[config.mk]
export PLATFORM = sky130hd
export DESIGN_NAME = ring_redundancy_node
export DESIGN_NICKNAME = d
export VERILOG_FILES = /design/src/ring_node_pkg.sv /design/src/ring_redundancy_node.sv
export SDC_FILE = /design/constraint.sdc
export NUM_CORES = 1
export LEC_CHECK = 0
export ABC_AREA = 1
export BUFFER_PORTS_ARGS = -buffer_cell sky130_fd_sc_hd__buf_2
export CAP_MARGIN = 20
export CORE_MARGIN = 4
export CORE_UTILIZATION = 45
export CTS_CLUSTER_SIZE = 40
export DETAILED_ROUTE_END_ITERATION = 10
export MAX_ROUTING_LAYER = met4
export PLACE_DENSITY = 0.74
export RECOVER_POWER = 100
export SLEW_MARGIN = 20
export SYNTH_ARGS = -nofsm -noshare
export SYNTH_HDL_FRONTEND = slang
export SYNTH_SLANG_ARGS = --single-unit
export TNS_END_PERCENT = 10
[constraint.sdc]
create_clock -name clk_in -period 3.24 [get_ports clk_in]
set_input_delay 0.324 -clock clk_in [delete_from_list [all_inputs] [get_ports clk_in]]
set_output_delay 0.324 -clock clk_in [all_outputs]
set_load 0.02 [all_outputs]
[src/ring_node_pkg.sv]
// package: constants, encodings and carriers for the ring redundancy node
package ring_node_pkg;
	// clock and microsecond tick
	localparam int unsigned CLK_PERIOD_NS = 50;
	localparam int unsigned TICK_NS = 1000;
	localparam int unsigned TICK_CYCLES = (TICK_NS + CLK_PERIOD_NS - 1) / CLK_PERIOD_NS;
	// register byte offsets
	localparam logic [7:0] OFS_CTRL = 8'h00;
	localparam logic [7:0] OFS_PORTS = 8'h04;
	localparam logic [7:0] OFS_PRIO = 8'h08;
	localparam logic [7:0] OFS_MAC_LO = 8'h0C;
	localparam logic [7:0] OFS_MAC_HI = 8'h10;
	localparam logic [7:0] OFS_TIMING = 8'h14;
	localparam logic [7:0] OFS_STATUS = 8'h18;
	// field positions
	localparam int unsigned CTRL_EN = 0;
	localparam int unsigned CTRL_ROLE = 1;
	localparam int unsigned CTRL_PROF = 4;
	localparam int unsigned PORTS_B = 4;
	localparam int unsigned TIM_MISS = 16;
	localparam int unsigned ST_MGR = 0;
	localparam int unsigned ST_OPEN = 1;
	localparam int unsigned ST_SA = 2;
	localparam int unsigned ST_SB = 4;
	localparam int unsigned ST_ERR = 6;
	localparam int unsigned ST_LINK = 7;
	// configured node roles; code 3 behaves as client
	localparam logic [1:0] ROLE_CLIENT = 2'h0;
	localparam logic [1:0] ROLE_MANAGER = 2'h1;
	localparam logic [1:0] ROLE_AUTO = 2'h2;
	// recovery profiles
	localparam logic [1:0] PROF_500 = 2'h0;
	localparam logic [1:0] PROF_200 = 2'h1;
	localparam logic [1:0] PROF_30 = 2'h2;
	// probe interval in microseconds and miss limit per profile
	localparam logic [15:0] IVL_500 = 16'h4E20;
	localparam logic [7:0] MISS_500 = 8'h05;
	localparam logic [15:0] IVL_200 = 16'h2710;
	localparam logic [7:0] MISS_200 = 8'h03;
	localparam logic [15:0] IVL_30 = 16'h03E8;
	localparam logic [7:0] MISS_30 = 8'h03;
	// reset values
	localparam logic [2:0] RST_PORT_A = 3'h1;
	localparam logic [2:0] RST_PORT_B = 3'h2;
	localparam logic [15:0] RST_PRIO = 16'h8000;
	localparam logic [47:0] RST_MAC = 48'h020000000001; // arbitrary value
	// pending transmit slots
	localparam int unsigned P_PROBE = 0;
	localparam int unsigned P_TOPO = 1;
	localparam int unsigned P_LINK = 2;
	localparam int unsigned P_REJECT = 3;
	localparam int unsigned P_ROLE = 4;
	localparam int unsigned PEND_W = 5;
	localparam int unsigned MAX_PORTS = 8;
	typedef enum logic [1:0] {PS_DISABLED, PS_BLOCKING, PS_FORWARDING} port_state_e;
	typedef enum logic [2:0] {FK_OTHER, FK_PROBE, FK_TOPOLOGY, FK_LINK, FK_REJECT, FK_ROLE, FK_PTP,
		FK_LLDP} frame_kind_e;
	typedef struct packed {
		logic valid;
		logic [2:0] port;
		frame_kind_e kind;
		logic [15:0] prio;
		logic [47:0] src_mac;
		logic [47:0] named_mac;
		logic link_down;
	} rx_frame_s;
	typedef struct packed {
		frame_kind_e kind;
		logic [MAX_PORTS-1:0] port_mask;
		logic [15:0] prio;
		logic [47:0] src_mac;
		logic [47:0] named_mac;
		logic link_down;
	} tx_frame_s;
endpackage

[src/ring_redundancy_node.sv]
// ring redundancy node: roles, ring port states, probing, voting, ahb-lite registers
`timescale 1ns/1ps
module ring_redundancy_node #(
	parameter int unsigned NPORTS = 6
) (
	// clock and reset
	input wire logic clk_in,
	input wire logic sys_rst_in,
	// ahb-lite slave
	input wire logic hsel_in,
	input wire logic [31:0] haddr_in,
	input wire logic [1:0] htrans_in,
	input wire logic hwrite_in,
	input wire logic [2:0] hsize_in,
	input wire logic [31:0] hwdata_in,
	input wire logic hready_in,
	output logic [31:0] hrdata_out,
	output logic hreadyout_out,
	output logic hresp_out,
	// phy link pins
	input wire logic [NPORTS-1:0] link_up_in,
	// received frame classification
	input wire ring_node_pkg::rx_frame_s rx_frame_in,
	output logic rx_accept_out,
	// transmit request
	output ring_node_pkg::tx_frame_s tx_frame_out,
	output logic tx_valid_out,
	input wire logic tx_ready_in,
	// ring status
	output ring_node_pkg::port_state_e state_a_out,
	output ring_node_pkg::port_state_e state_b_out,
	output logic manager_out,
	output logic ring_open_out,
	output logic topo_flush_out
);
	typedef struct packed {
		logic wr_pend;
		logic [7:0] wr_addr;
		logic [31:0] rdata;
		logic enable;
		logic [1:0] role_cfg;
		logic [1:0] profile;
		logic [2:0] port_a;
		logic [2:0] port_b;
		logic [15:0] prio;
		logic [47:0] mac;
		logic [15:0] interval;
		logic [7:0] miss_limit;
		logic [NPORTS-1:0] link_s1;
		logic [NPORTS-1:0] link_s2;
		logic [1:0] link_prev;
		logic manager;
		logic ring_open;
		ring_node_pkg::port_state_e state_a;
		ring_node_pkg::port_state_e state_b;
		logic [7:0] tick_cnt;
		logic [15:0] us_cnt;
		logic [7:0] miss_cnt;
		logic seen;
		logic [ring_node_pkg::PEND_W-1:0] pend;
		logic [47:0] reject_mac;
		logic link_down;
		logic tx_valid;
		ring_node_pkg::tx_frame_s tx;
		logic flush;
	} state_s;

	state_s st_reg;
	state_s st_next;
	logic ahb_go;
	logic ctrl_wr;
	logic cfg_err;
	logic run;
	logic la;
	logic lb;
	logic tick;
	logic period;
	logic rx_ring;
	logic own_probe;
	logic other_probe;
	logic own_better;
	logic rej_me;
	logic client_ok;
	logic [ring_node_pkg::MAX_PORTS-1:0] ring_mask;

	// register read mux; unmapped offsets read zero
	function automatic logic [31:0] read_reg(input state_s r, input logic [7:0] a, input logic err);
		logic [31:0] d;
		d = 32'h0;
		case (a)
			ring_node_pkg::OFS_CTRL: begin
				d[ring_node_pkg::CTRL_EN] = r.enable;
				d[ring_node_pkg::CTRL_ROLE +: 2] = r.role_cfg;
				d[ring_node_pkg::CTRL_PROF +: 2] = r.profile;
			end
			ring_node_pkg::OFS_PORTS: begin
				d[2:0] = r.port_a;
				d[ring_node_pkg::PORTS_B +: 3] = r.port_b;
			end
			ring_node_pkg::OFS_PRIO: d[15:0] = r.prio;
			ring_node_pkg::OFS_MAC_LO: d = r.mac[31:0];
			ring_node_pkg::OFS_MAC_HI: d[15:0] = r.mac[47:32];
			ring_node_pkg::OFS_TIMING: begin
				d[15:0] = r.interval;
				d[ring_node_pkg::TIM_MISS +: 8] = r.miss_limit;
			end
			ring_node_pkg::OFS_STATUS: begin
				d[ring_node_pkg::ST_MGR] = r.manager;
				d[ring_node_pkg::ST_OPEN] = r.ring_open;
				d[ring_node_pkg::ST_SA +: 2] = r.state_a;
				d[ring_node_pkg::ST_SB +: 2] = r.state_b;
				d[ring_node_pkg::ST_ERR] = err;
				d[ring_node_pkg::ST_LINK +: 2] = r.link_prev;
			end
			default: d = 32'h0;
		endcase
		return d;
	endfunction

	// decode of bus, configuration and frame events from registered state
	assign ahb_go = hsel_in && htrans_in[1] && hready_in;
	assign ctrl_wr = st_reg.wr_pend && (st_reg.wr_addr == ring_node_pkg::OFS_CTRL);
	assign cfg_err = (st_reg.port_a == st_reg.port_b) || (32'(st_reg.port_a) >= NPORTS) ||
		(32'(st_reg.port_b) >= NPORTS);
	assign run = st_reg.enable && !cfg_err && !ctrl_wr;
	assign la = (32'(st_reg.port_a) < NPORTS) ? st_reg.link_s2[st_reg.port_a] : 1'b0;
	assign lb = (32'(st_reg.port_b) < NPORTS) ? st_reg.link_s2[st_reg.port_b] : 1'b0;
	assign tick = (st_reg.tick_cnt == 8'(ring_node_pkg::TICK_CYCLES - 1));
	assign period = tick && ((st_reg.us_cnt + 16'h0001) >= st_reg.interval);
	assign ring_mask = (8'h01 << st_reg.port_a) | (8'h01 << st_reg.port_b);
	assign rx_ring = rx_accept_out && ((rx_frame_in.port == st_reg.port_a) ||
		(rx_frame_in.port == st_reg.port_b));
	assign own_probe = rx_ring && (rx_frame_in.kind == ring_node_pkg::FK_PROBE) &&
		(rx_frame_in.src_mac == st_reg.mac);
	assign other_probe = rx_ring && (rx_frame_in.kind == ring_node_pkg::FK_PROBE) &&
		(rx_frame_in.src_mac != st_reg.mac);
	assign own_better = {st_reg.prio, st_reg.mac} < {rx_frame_in.prio, rx_frame_in.src_mac};
	assign rej_me = rx_ring && (rx_frame_in.kind == ring_node_pkg::FK_REJECT) &&
		(rx_frame_in.named_mac == st_reg.mac);
	assign client_ok = !st_reg.manager && st_reg.enable && !cfg_err && la && lb;

	// ingress filter from the registered port states, so a frame never sees a half change
	always_comb begin
		rx_accept_out = rx_frame_in.valid;
		if (rx_frame_in.port == st_reg.port_a || rx_frame_in.port == st_reg.port_b) begin
			unique case ((rx_frame_in.port == st_reg.port_a) ? st_reg.state_a : st_reg.state_b)
				ring_node_pkg::PS_DISABLED: rx_accept_out = 1'b0;
				ring_node_pkg::PS_BLOCKING: rx_accept_out = rx_frame_in.valid &&
					(rx_frame_in.kind != ring_node_pkg::FK_OTHER);
				ring_node_pkg::PS_FORWARDING: rx_accept_out = rx_frame_in.valid;
			endcase
		end
	end

	// next state: bus, timers, role logic, port states and transmit queue
	always_comb begin
		st_next = st_reg;
		st_next.flush = 1'b0;
		st_next.link_s1 = link_up_in;
		st_next.link_s2 = st_reg.link_s1;
		st_next.link_prev = {lb, la};
		// data phase write
		if (st_reg.wr_pend) begin
			case (st_reg.wr_addr)
				ring_node_pkg::OFS_CTRL: begin
					st_next.enable = hwdata_in[ring_node_pkg::CTRL_EN];
					st_next.role_cfg = hwdata_in[ring_node_pkg::CTRL_ROLE +: 2];
					st_next.profile = hwdata_in[ring_node_pkg::CTRL_PROF +: 2];
					st_next.manager = (st_next.role_cfg == ring_node_pkg::ROLE_MANAGER) ||
						(st_next.role_cfg == ring_node_pkg::ROLE_AUTO);
					st_next.ring_open = 1'b0;
					st_next.miss_cnt = 8'h00;
					st_next.seen = 1'b0;
					st_next.pend = '0;
					// profile loads matching timing; a later timing write may refine it
					case (st_next.profile)
						ring_node_pkg::PROF_500: begin
							st_next.interval = ring_node_pkg::IVL_500;
							st_next.miss_limit = ring_node_pkg::MISS_500;
						end
						ring_node_pkg::PROF_30: begin
							st_next.interval = ring_node_pkg::IVL_30;
							st_next.miss_limit = ring_node_pkg::MISS_30;
						end
						default: begin
							st_next.interval = ring_node_pkg::IVL_200;
							st_next.miss_limit = ring_node_pkg::MISS_200;
						end
					endcase
				end
				ring_node_pkg::OFS_PORTS: begin
					st_next.port_a = hwdata_in[2:0];
					st_next.port_b = hwdata_in[ring_node_pkg::PORTS_B +: 3];
				end
				ring_node_pkg::OFS_PRIO: st_next.prio = hwdata_in[15:0];
				ring_node_pkg::OFS_MAC_LO: st_next.mac[31:0] = hwdata_in;
				ring_node_pkg::OFS_MAC_HI: st_next.mac[47:32] = hwdata_in[15:0];
				ring_node_pkg::OFS_TIMING: begin
					st_next.interval = hwdata_in[15:0];
					st_next.miss_limit = hwdata_in[ring_node_pkg::TIM_MISS +: 8];
				end
				default: st_next.wr_pend = 1'b0;
			endcase
		end
		// address phase; read data sees a write from the cycle before
		st_next.wr_pend = ahb_go && hwrite_in;
		st_next.wr_addr = {haddr_in[7:2], 2'b00};
		if (ahb_go && !hwrite_in) begin
			st_next.rdata = read_reg(st_next, {haddr_in[7:2], 2'b00}, cfg_err);
		end
		// microsecond tick and probe period
		st_next.tick_cnt = tick ? 8'h00 : st_reg.tick_cnt + 8'h01;
		if (period) begin
			st_next.us_cnt = 16'h0000;
		end else if (tick) begin
			st_next.us_cnt = st_reg.us_cnt + 16'h0001;
		end
		if (run && st_reg.manager) begin
			if (period) begin
				if (st_reg.seen) begin
					st_next.miss_cnt = 8'h00;
				end else if (st_reg.miss_cnt != 8'hFF) begin
					st_next.miss_cnt = st_reg.miss_cnt + 8'h01;
				end
				st_next.seen = 1'b0;
				st_next.pend[ring_node_pkg::P_PROBE] = 1'b1;
			end
			if (!st_reg.ring_open && st_reg.miss_cnt >= st_reg.miss_limit) begin
				st_next.ring_open = 1'b1;
				st_next.pend[ring_node_pkg::P_TOPO] = 1'b1;
			end
			if (rx_ring && rx_frame_in.kind == ring_node_pkg::FK_LINK && rx_frame_in.link_down) begin
				st_next.ring_open = 1'b1;
				st_next.pend[ring_node_pkg::P_TOPO] = 1'b1;
			end
			if (own_probe) begin
				st_next.seen = 1'b1;
				st_next.miss_cnt = 8'h00;
				if (st_reg.ring_open) begin
					st_next.ring_open = 1'b0;
					st_next.pend[ring_node_pkg::P_TOPO] = 1'b1;
				end
			end
			if (other_probe && own_better) begin
				st_next.reject_mac = rx_frame_in.src_mac;
				st_next.pend[ring_node_pkg::P_REJECT] = 1'b1;
			end
			// a fixed manager never yields; only an auto node steps down
			if (rej_me && st_reg.role_cfg == ring_node_pkg::ROLE_AUTO) begin
				st_next.manager = 1'b0;
				st_next.ring_open = 1'b0;
				st_next.miss_cnt = 8'h00;
				st_next.seen = 1'b0;
				st_next.pend[ring_node_pkg::P_PROBE] = 1'b0;
				st_next.pend[ring_node_pkg::P_ROLE] = 1'b1;
			end
		end else if (run) begin
			// client: watch the manager's probes when able to take over
			if (period && st_reg.role_cfg == ring_node_pkg::ROLE_AUTO) begin
				if (st_reg.seen) begin
					st_next.miss_cnt = 8'h00;
				end else if (st_reg.miss_cnt >= st_reg.miss_limit) begin
					st_next.manager = 1'b1;
					st_next.miss_cnt = 8'h00;
				end else begin
					st_next.miss_cnt = st_reg.miss_cnt + 8'h01;
				end
				st_next.seen = 1'b0;
			end
			if (own_probe || other_probe) begin
				st_next.seen = 1'b1;
			end
			if (rx_ring && rx_frame_in.kind == ring_node_pkg::FK_TOPOLOGY) begin
				st_next.flush = 1'b1;
			end
			if (la != st_reg.link_prev[0] || lb != st_reg.link_prev[1]) begin
				st_next.link_down = !(la && lb);
				st_next.pend[ring_node_pkg::P_LINK] = 1'b1;
			end
		end
		if (!st_reg.enable) begin
			st_next.pend = '0;
		end
		// both port states leave one register together
		if (!st_reg.enable || cfg_err) begin
			st_next.state_a = ring_node_pkg::PS_DISABLED;
			st_next.state_b = ring_node_pkg::PS_DISABLED;
		end else begin
			st_next.state_a = la ? ring_node_pkg::PS_FORWARDING : ring_node_pkg::PS_DISABLED;
			if (!lb) begin
				st_next.state_b = ring_node_pkg::PS_DISABLED;
			end else if (st_reg.manager && !st_reg.ring_open) begin
				st_next.state_b = ring_node_pkg::PS_BLOCKING;
			end else begin
				st_next.state_b = ring_node_pkg::PS_FORWARDING;
			end
		end
		// transmit slot: role change first, probes last; a freshly set slot is taken, not lost
		if (st_reg.tx_valid && tx_ready_in) begin
			st_next.tx_valid = 1'b0;
		end
		if (!st_reg.tx_valid || tx_ready_in) begin
			st_next.tx_valid = |st_next.pend;
			st_next.tx.port_mask = ring_mask;
			st_next.tx.prio = st_reg.prio;
			st_next.tx.src_mac = st_reg.mac;
			st_next.tx.named_mac = st_next.reject_mac;
			st_next.tx.link_down = st_next.link_down;
			if (st_next.pend[ring_node_pkg::P_ROLE]) begin
				st_next.tx.kind = ring_node_pkg::FK_ROLE;
				st_next.pend[ring_node_pkg::P_ROLE] = 1'b0;
			end else if (st_next.pend[ring_node_pkg::P_REJECT]) begin
				st_next.tx.kind = ring_node_pkg::FK_REJECT;
				st_next.pend[ring_node_pkg::P_REJECT] = 1'b0;
			end else if (st_next.pend[ring_node_pkg::P_TOPO]) begin
				st_next.tx.kind = ring_node_pkg::FK_TOPOLOGY;
				st_next.pend[ring_node_pkg::P_TOPO] = 1'b0;
			end else if (st_next.pend[ring_node_pkg::P_LINK]) begin
				st_next.tx.kind = ring_node_pkg::FK_LINK;
				st_next.pend[ring_node_pkg::P_LINK] = 1'b0;
			end else if (st_next.pend[ring_node_pkg::P_PROBE]) begin
				st_next.tx.kind = ring_node_pkg::FK_PROBE;
				st_next.pend[ring_node_pkg::P_PROBE] = 1'b0;
			end
		end
	end

	// state register with synchronous reset
	always_ff @(posedge clk_in) begin
		if (sys_rst_in) begin
			st_reg <= '0;
			st_reg.port_a <= ring_node_pkg::RST_PORT_A;
			st_reg.port_b <= ring_node_pkg::RST_PORT_B;
			st_reg.prio <= ring_node_pkg::RST_PRIO;
			st_reg.mac <= ring_node_pkg::RST_MAC;
			st_reg.profile <= ring_node_pkg::PROF_200;
			st_reg.interval <= ring_node_pkg::IVL_200;
			st_reg.miss_limit <= ring_node_pkg::MISS_200;
			st_reg.state_a <= ring_node_pkg::PS_DISABLED;
			st_reg.state_b <= ring_node_pkg::PS_DISABLED;
			st_reg.tx.kind <= ring_node_pkg::FK_OTHER;
		end else begin
			st_reg <= st_next;
		end
	end

	// outputs; zero-wait slave, always okay
	assign hrdata_out = st_reg.rdata;
	assign hreadyout_out = 1'b1;
	assign hresp_out = 1'b0;
	assign tx_frame_out = st_reg.tx;
	assign tx_valid_out = st_reg.tx_valid;
	assign state_a_out = st_reg.state_a;
	assign state_b_out = st_reg.state_b;
	assign manager_out = st_reg.manager;
	assign ring_open_out = st_reg.ring_open;
	assign topo_flush_out = st_reg.flush;
endmodule

==> impl_metrics.ini <==
[power_and_ir_drop]
irDropWorstVdd_mv = 0.319
p_leak_nw = 10.6
power.density_mw_per_mm2 = 445

[grt]
grt.total_usage = 0.273
grt_pass1_wl_um = 98000
grt-ovfl-total = 0
antenna_found_initial = 4
grt_max_degree = 136
first_global_vias = 17700

[routing]
routed_via_density = 5.22
drc_errors = 0
ant_nets = 0
wl_per_cell_um = 18.4
via_count = 18500
drt-total-wl_um = 65200
drtIter0Drc = 1485
dr.pass1.iters = 6

[synth]
postSynthCellCount = 2721
synth-edff-count = 0
synth_seq_cells = 370
yosysWarnings = 0
yosysTopAreaCell = dfxtp_1
yosysMostFrequentCell = nand2_1
synthTopCellsByArea = dfxtp_1 38%, nand2_1 8.8%, inv_1 7.5%, nor2_1 7.4%, buf_4 6.4%
avgSynthCellArea_um2 = 7.14
async_reset_ff_frac = 0
synth.top_cell.area_share = 0.381
netlist_area_mm2 = 0.0194
ys_types = 60
synth_flop_cell = dfxtp_1
synth_top_cells_by_count = 454 x nand2_1, 387 x inv_1, 384 x nor2_1
synth-seq-area-share = 0.381

[clock_tree]
tritoncts = yes
clockBufferDepth = 3
clock_sinks = 370
ctsRootBufferMaster = clkbuf_16
numCtsBuffers = 42
clkLatencyLatePin_ns = 0.58
h-tree-depth = 2
clkSlewWorstSetupHoldPaths_ns = 0.06

[run_status]
violations = capacitance limit, slew limit
status = finished with violations

[sta]
max_freq_mhz = 311
maxSlewViolCount = 59
grt_setup_unrepaired = true
max-slew-margin-rel = -0.303
period_share = 0.993
finalHoldViolCount = 0
fin_worst_skew_ns = 0.0191
setup_viol = 0
fin_crit_ns = 3.22
worstMarginPinSlew_ns = 1.95

[worst_setup_path]
worst-setup-path-type = flip-flop to flip-flop
critPathRequiredTime_ns = 3.75
cp_max_fo = 3
crit_path_end_kind = flip-flop
cpPeakStageDelay_ns = 0.37
crit_path_top_delay_cell = dfxtp_4
worst-r2r-setup-slack_ns = 0.02
arrival_ns = 3.73
path_cells = nand3_4 > nor3_4 > inv_2 > nor3_2 > nand4_1 > buf_4 > nor2_4 > xor2_2 > ha_1 > nand2_2 > buf_4 > o21ai_1 > a21oi_2 > nand3_2 > buf_4 > nand3_2 > nand2_1 > inv_1 > nor2_2 > nor2_2 > nand3_2 > nand3_1 > nand2_1 > nor2_1
start_kind = flip-flop

[die]
die_h_um = 216
die_area_mm2 = 0.0466
die_w_um = 216
core_area_mm2 = 0.0423
ios = 368
initial_utilization = 0.459
fp-row-count = 75

[worst_hold_path]
hold_class = input pin to flip-flop

[job]
cap_violations = 1

[finish]
finalNetCount = 3228
fin_util = 0.531
largest_reg_flops = 201
fillers = 4170
multi_input_comb_area_mm2 = 0.00902
layout.cells.non_filler = 3547
regArea_mm2 = 0.00742
drive_gt1_frac = 0.162
area_growth_pct = 15.7

[placed_design]
io_buffer_count = 334
place_inst = 3437
gp_congestion = 0.971
hpwlAfterDp_um = 49300
## layout make-up
cell class,instances,share of cell area
multi-input combinational,1687,0.401
sequential,370,0.330
timing repair buffer,436,0.106
inverter,397,0.0668
clock buffer,62,0.0564
tap,577,0.0321
clock inverter,13,0.00662
antenna,5,0.000557
## worst max-delay path, delay by kind of cell (launching register included)
| family | cells | cell delay (ns) |
|---|---|---|
| compound gates | 2 | 0.21 |
| buf+inv | 5 | 0.56 |
| fa+ha+maj | 1 | 0.29 |
| xor+xnor | 1 | 0.21 |
| flops | 1 | 0.37 |
| simple gates | 15 | 1.52 |
## metal layers
metal	up-vias	GRT usage	share of wire
met3	171	0.0467	0.071
met4	0	0.103	0.040
met1	8633	0.319	0.40
met5	-	-	0
met2	758	0.470	0.49
li1	8956	-	-
## through the flow
step	hold slack [ns]	power, mW	setup slack [ns]	TNS [ns]	cell area (µm²)
floorplan	0.388	4.94	0.189	0	19400
global placement	0.389	5.18	-0.0884	-0.370	20800
detailed placement	0.396	5.19	-0.203	-2.06	20800
CTS	0.000153	10.1	0.000809	0	22500
global route	0.0254	10.3	-0.231	-3.35	22500
finish	0.0191	10.0	0.0213	0	22500
## layout by cell type (no fill, tap or decap), drive strengths merged, types with 15 or more instances in the layout
master       count
nor3            24
a21oi          216
xor2            21
nand3           45
ha              93
inv            394
dfxtp          370
o22ai           38
dlygate4sd3     22
nand2          459
buf            248
nor2           426
a211oi          15
o21ai          250
clkbuf         228
## timing repair
action / 4_1_cts / 5_1_grt
pin swaps: 7 / 26
endpoints found under the setup margin: 23 / 73
hold buffers: 22 / 0
resized for setup: 14 / 56
endpoints found under the hold margin: 21 / 0
buffers inserted: 2 / 6
gates cloned: 0 / 0
## cell families (layout without fill, tap and decap cells)
kind of cell,after synthesis,count (layout),synth area share
AOI/OAI and AO/OA,577,577,0.170
xor gates and xnor gates,26,26,0.0121
adders and majority gates,93,93,0.0599
buffers and inverters,665,908,0.166
DFF,370,370,0.381
muxes,1,1,0.000515
other,2,8,0.000387
and+or+nand+nor,987,987,0.210
## final timing paths
check / startpoint / to / cells after the start
worst max-delay path: st_reg[189] / tx_frame_out[122] / 24
worst min-delay path: rx_frame_in[65] / st_reg[143] / 3
worst max register to register: st_reg[189] / tx_frame_out[122] / 24
worst min register to register: st_next[222] / st_reg[222] / 2
## power breakdown
part	switching [mW]	internal, mW	total [mW]
registers	0.0137	4.57	4.58
clock network	1.95	2.94	4.90
logic	0.345	0.190	0.535
total	2.31	7.70	10.0
Power figures use the tool's default switching activity.
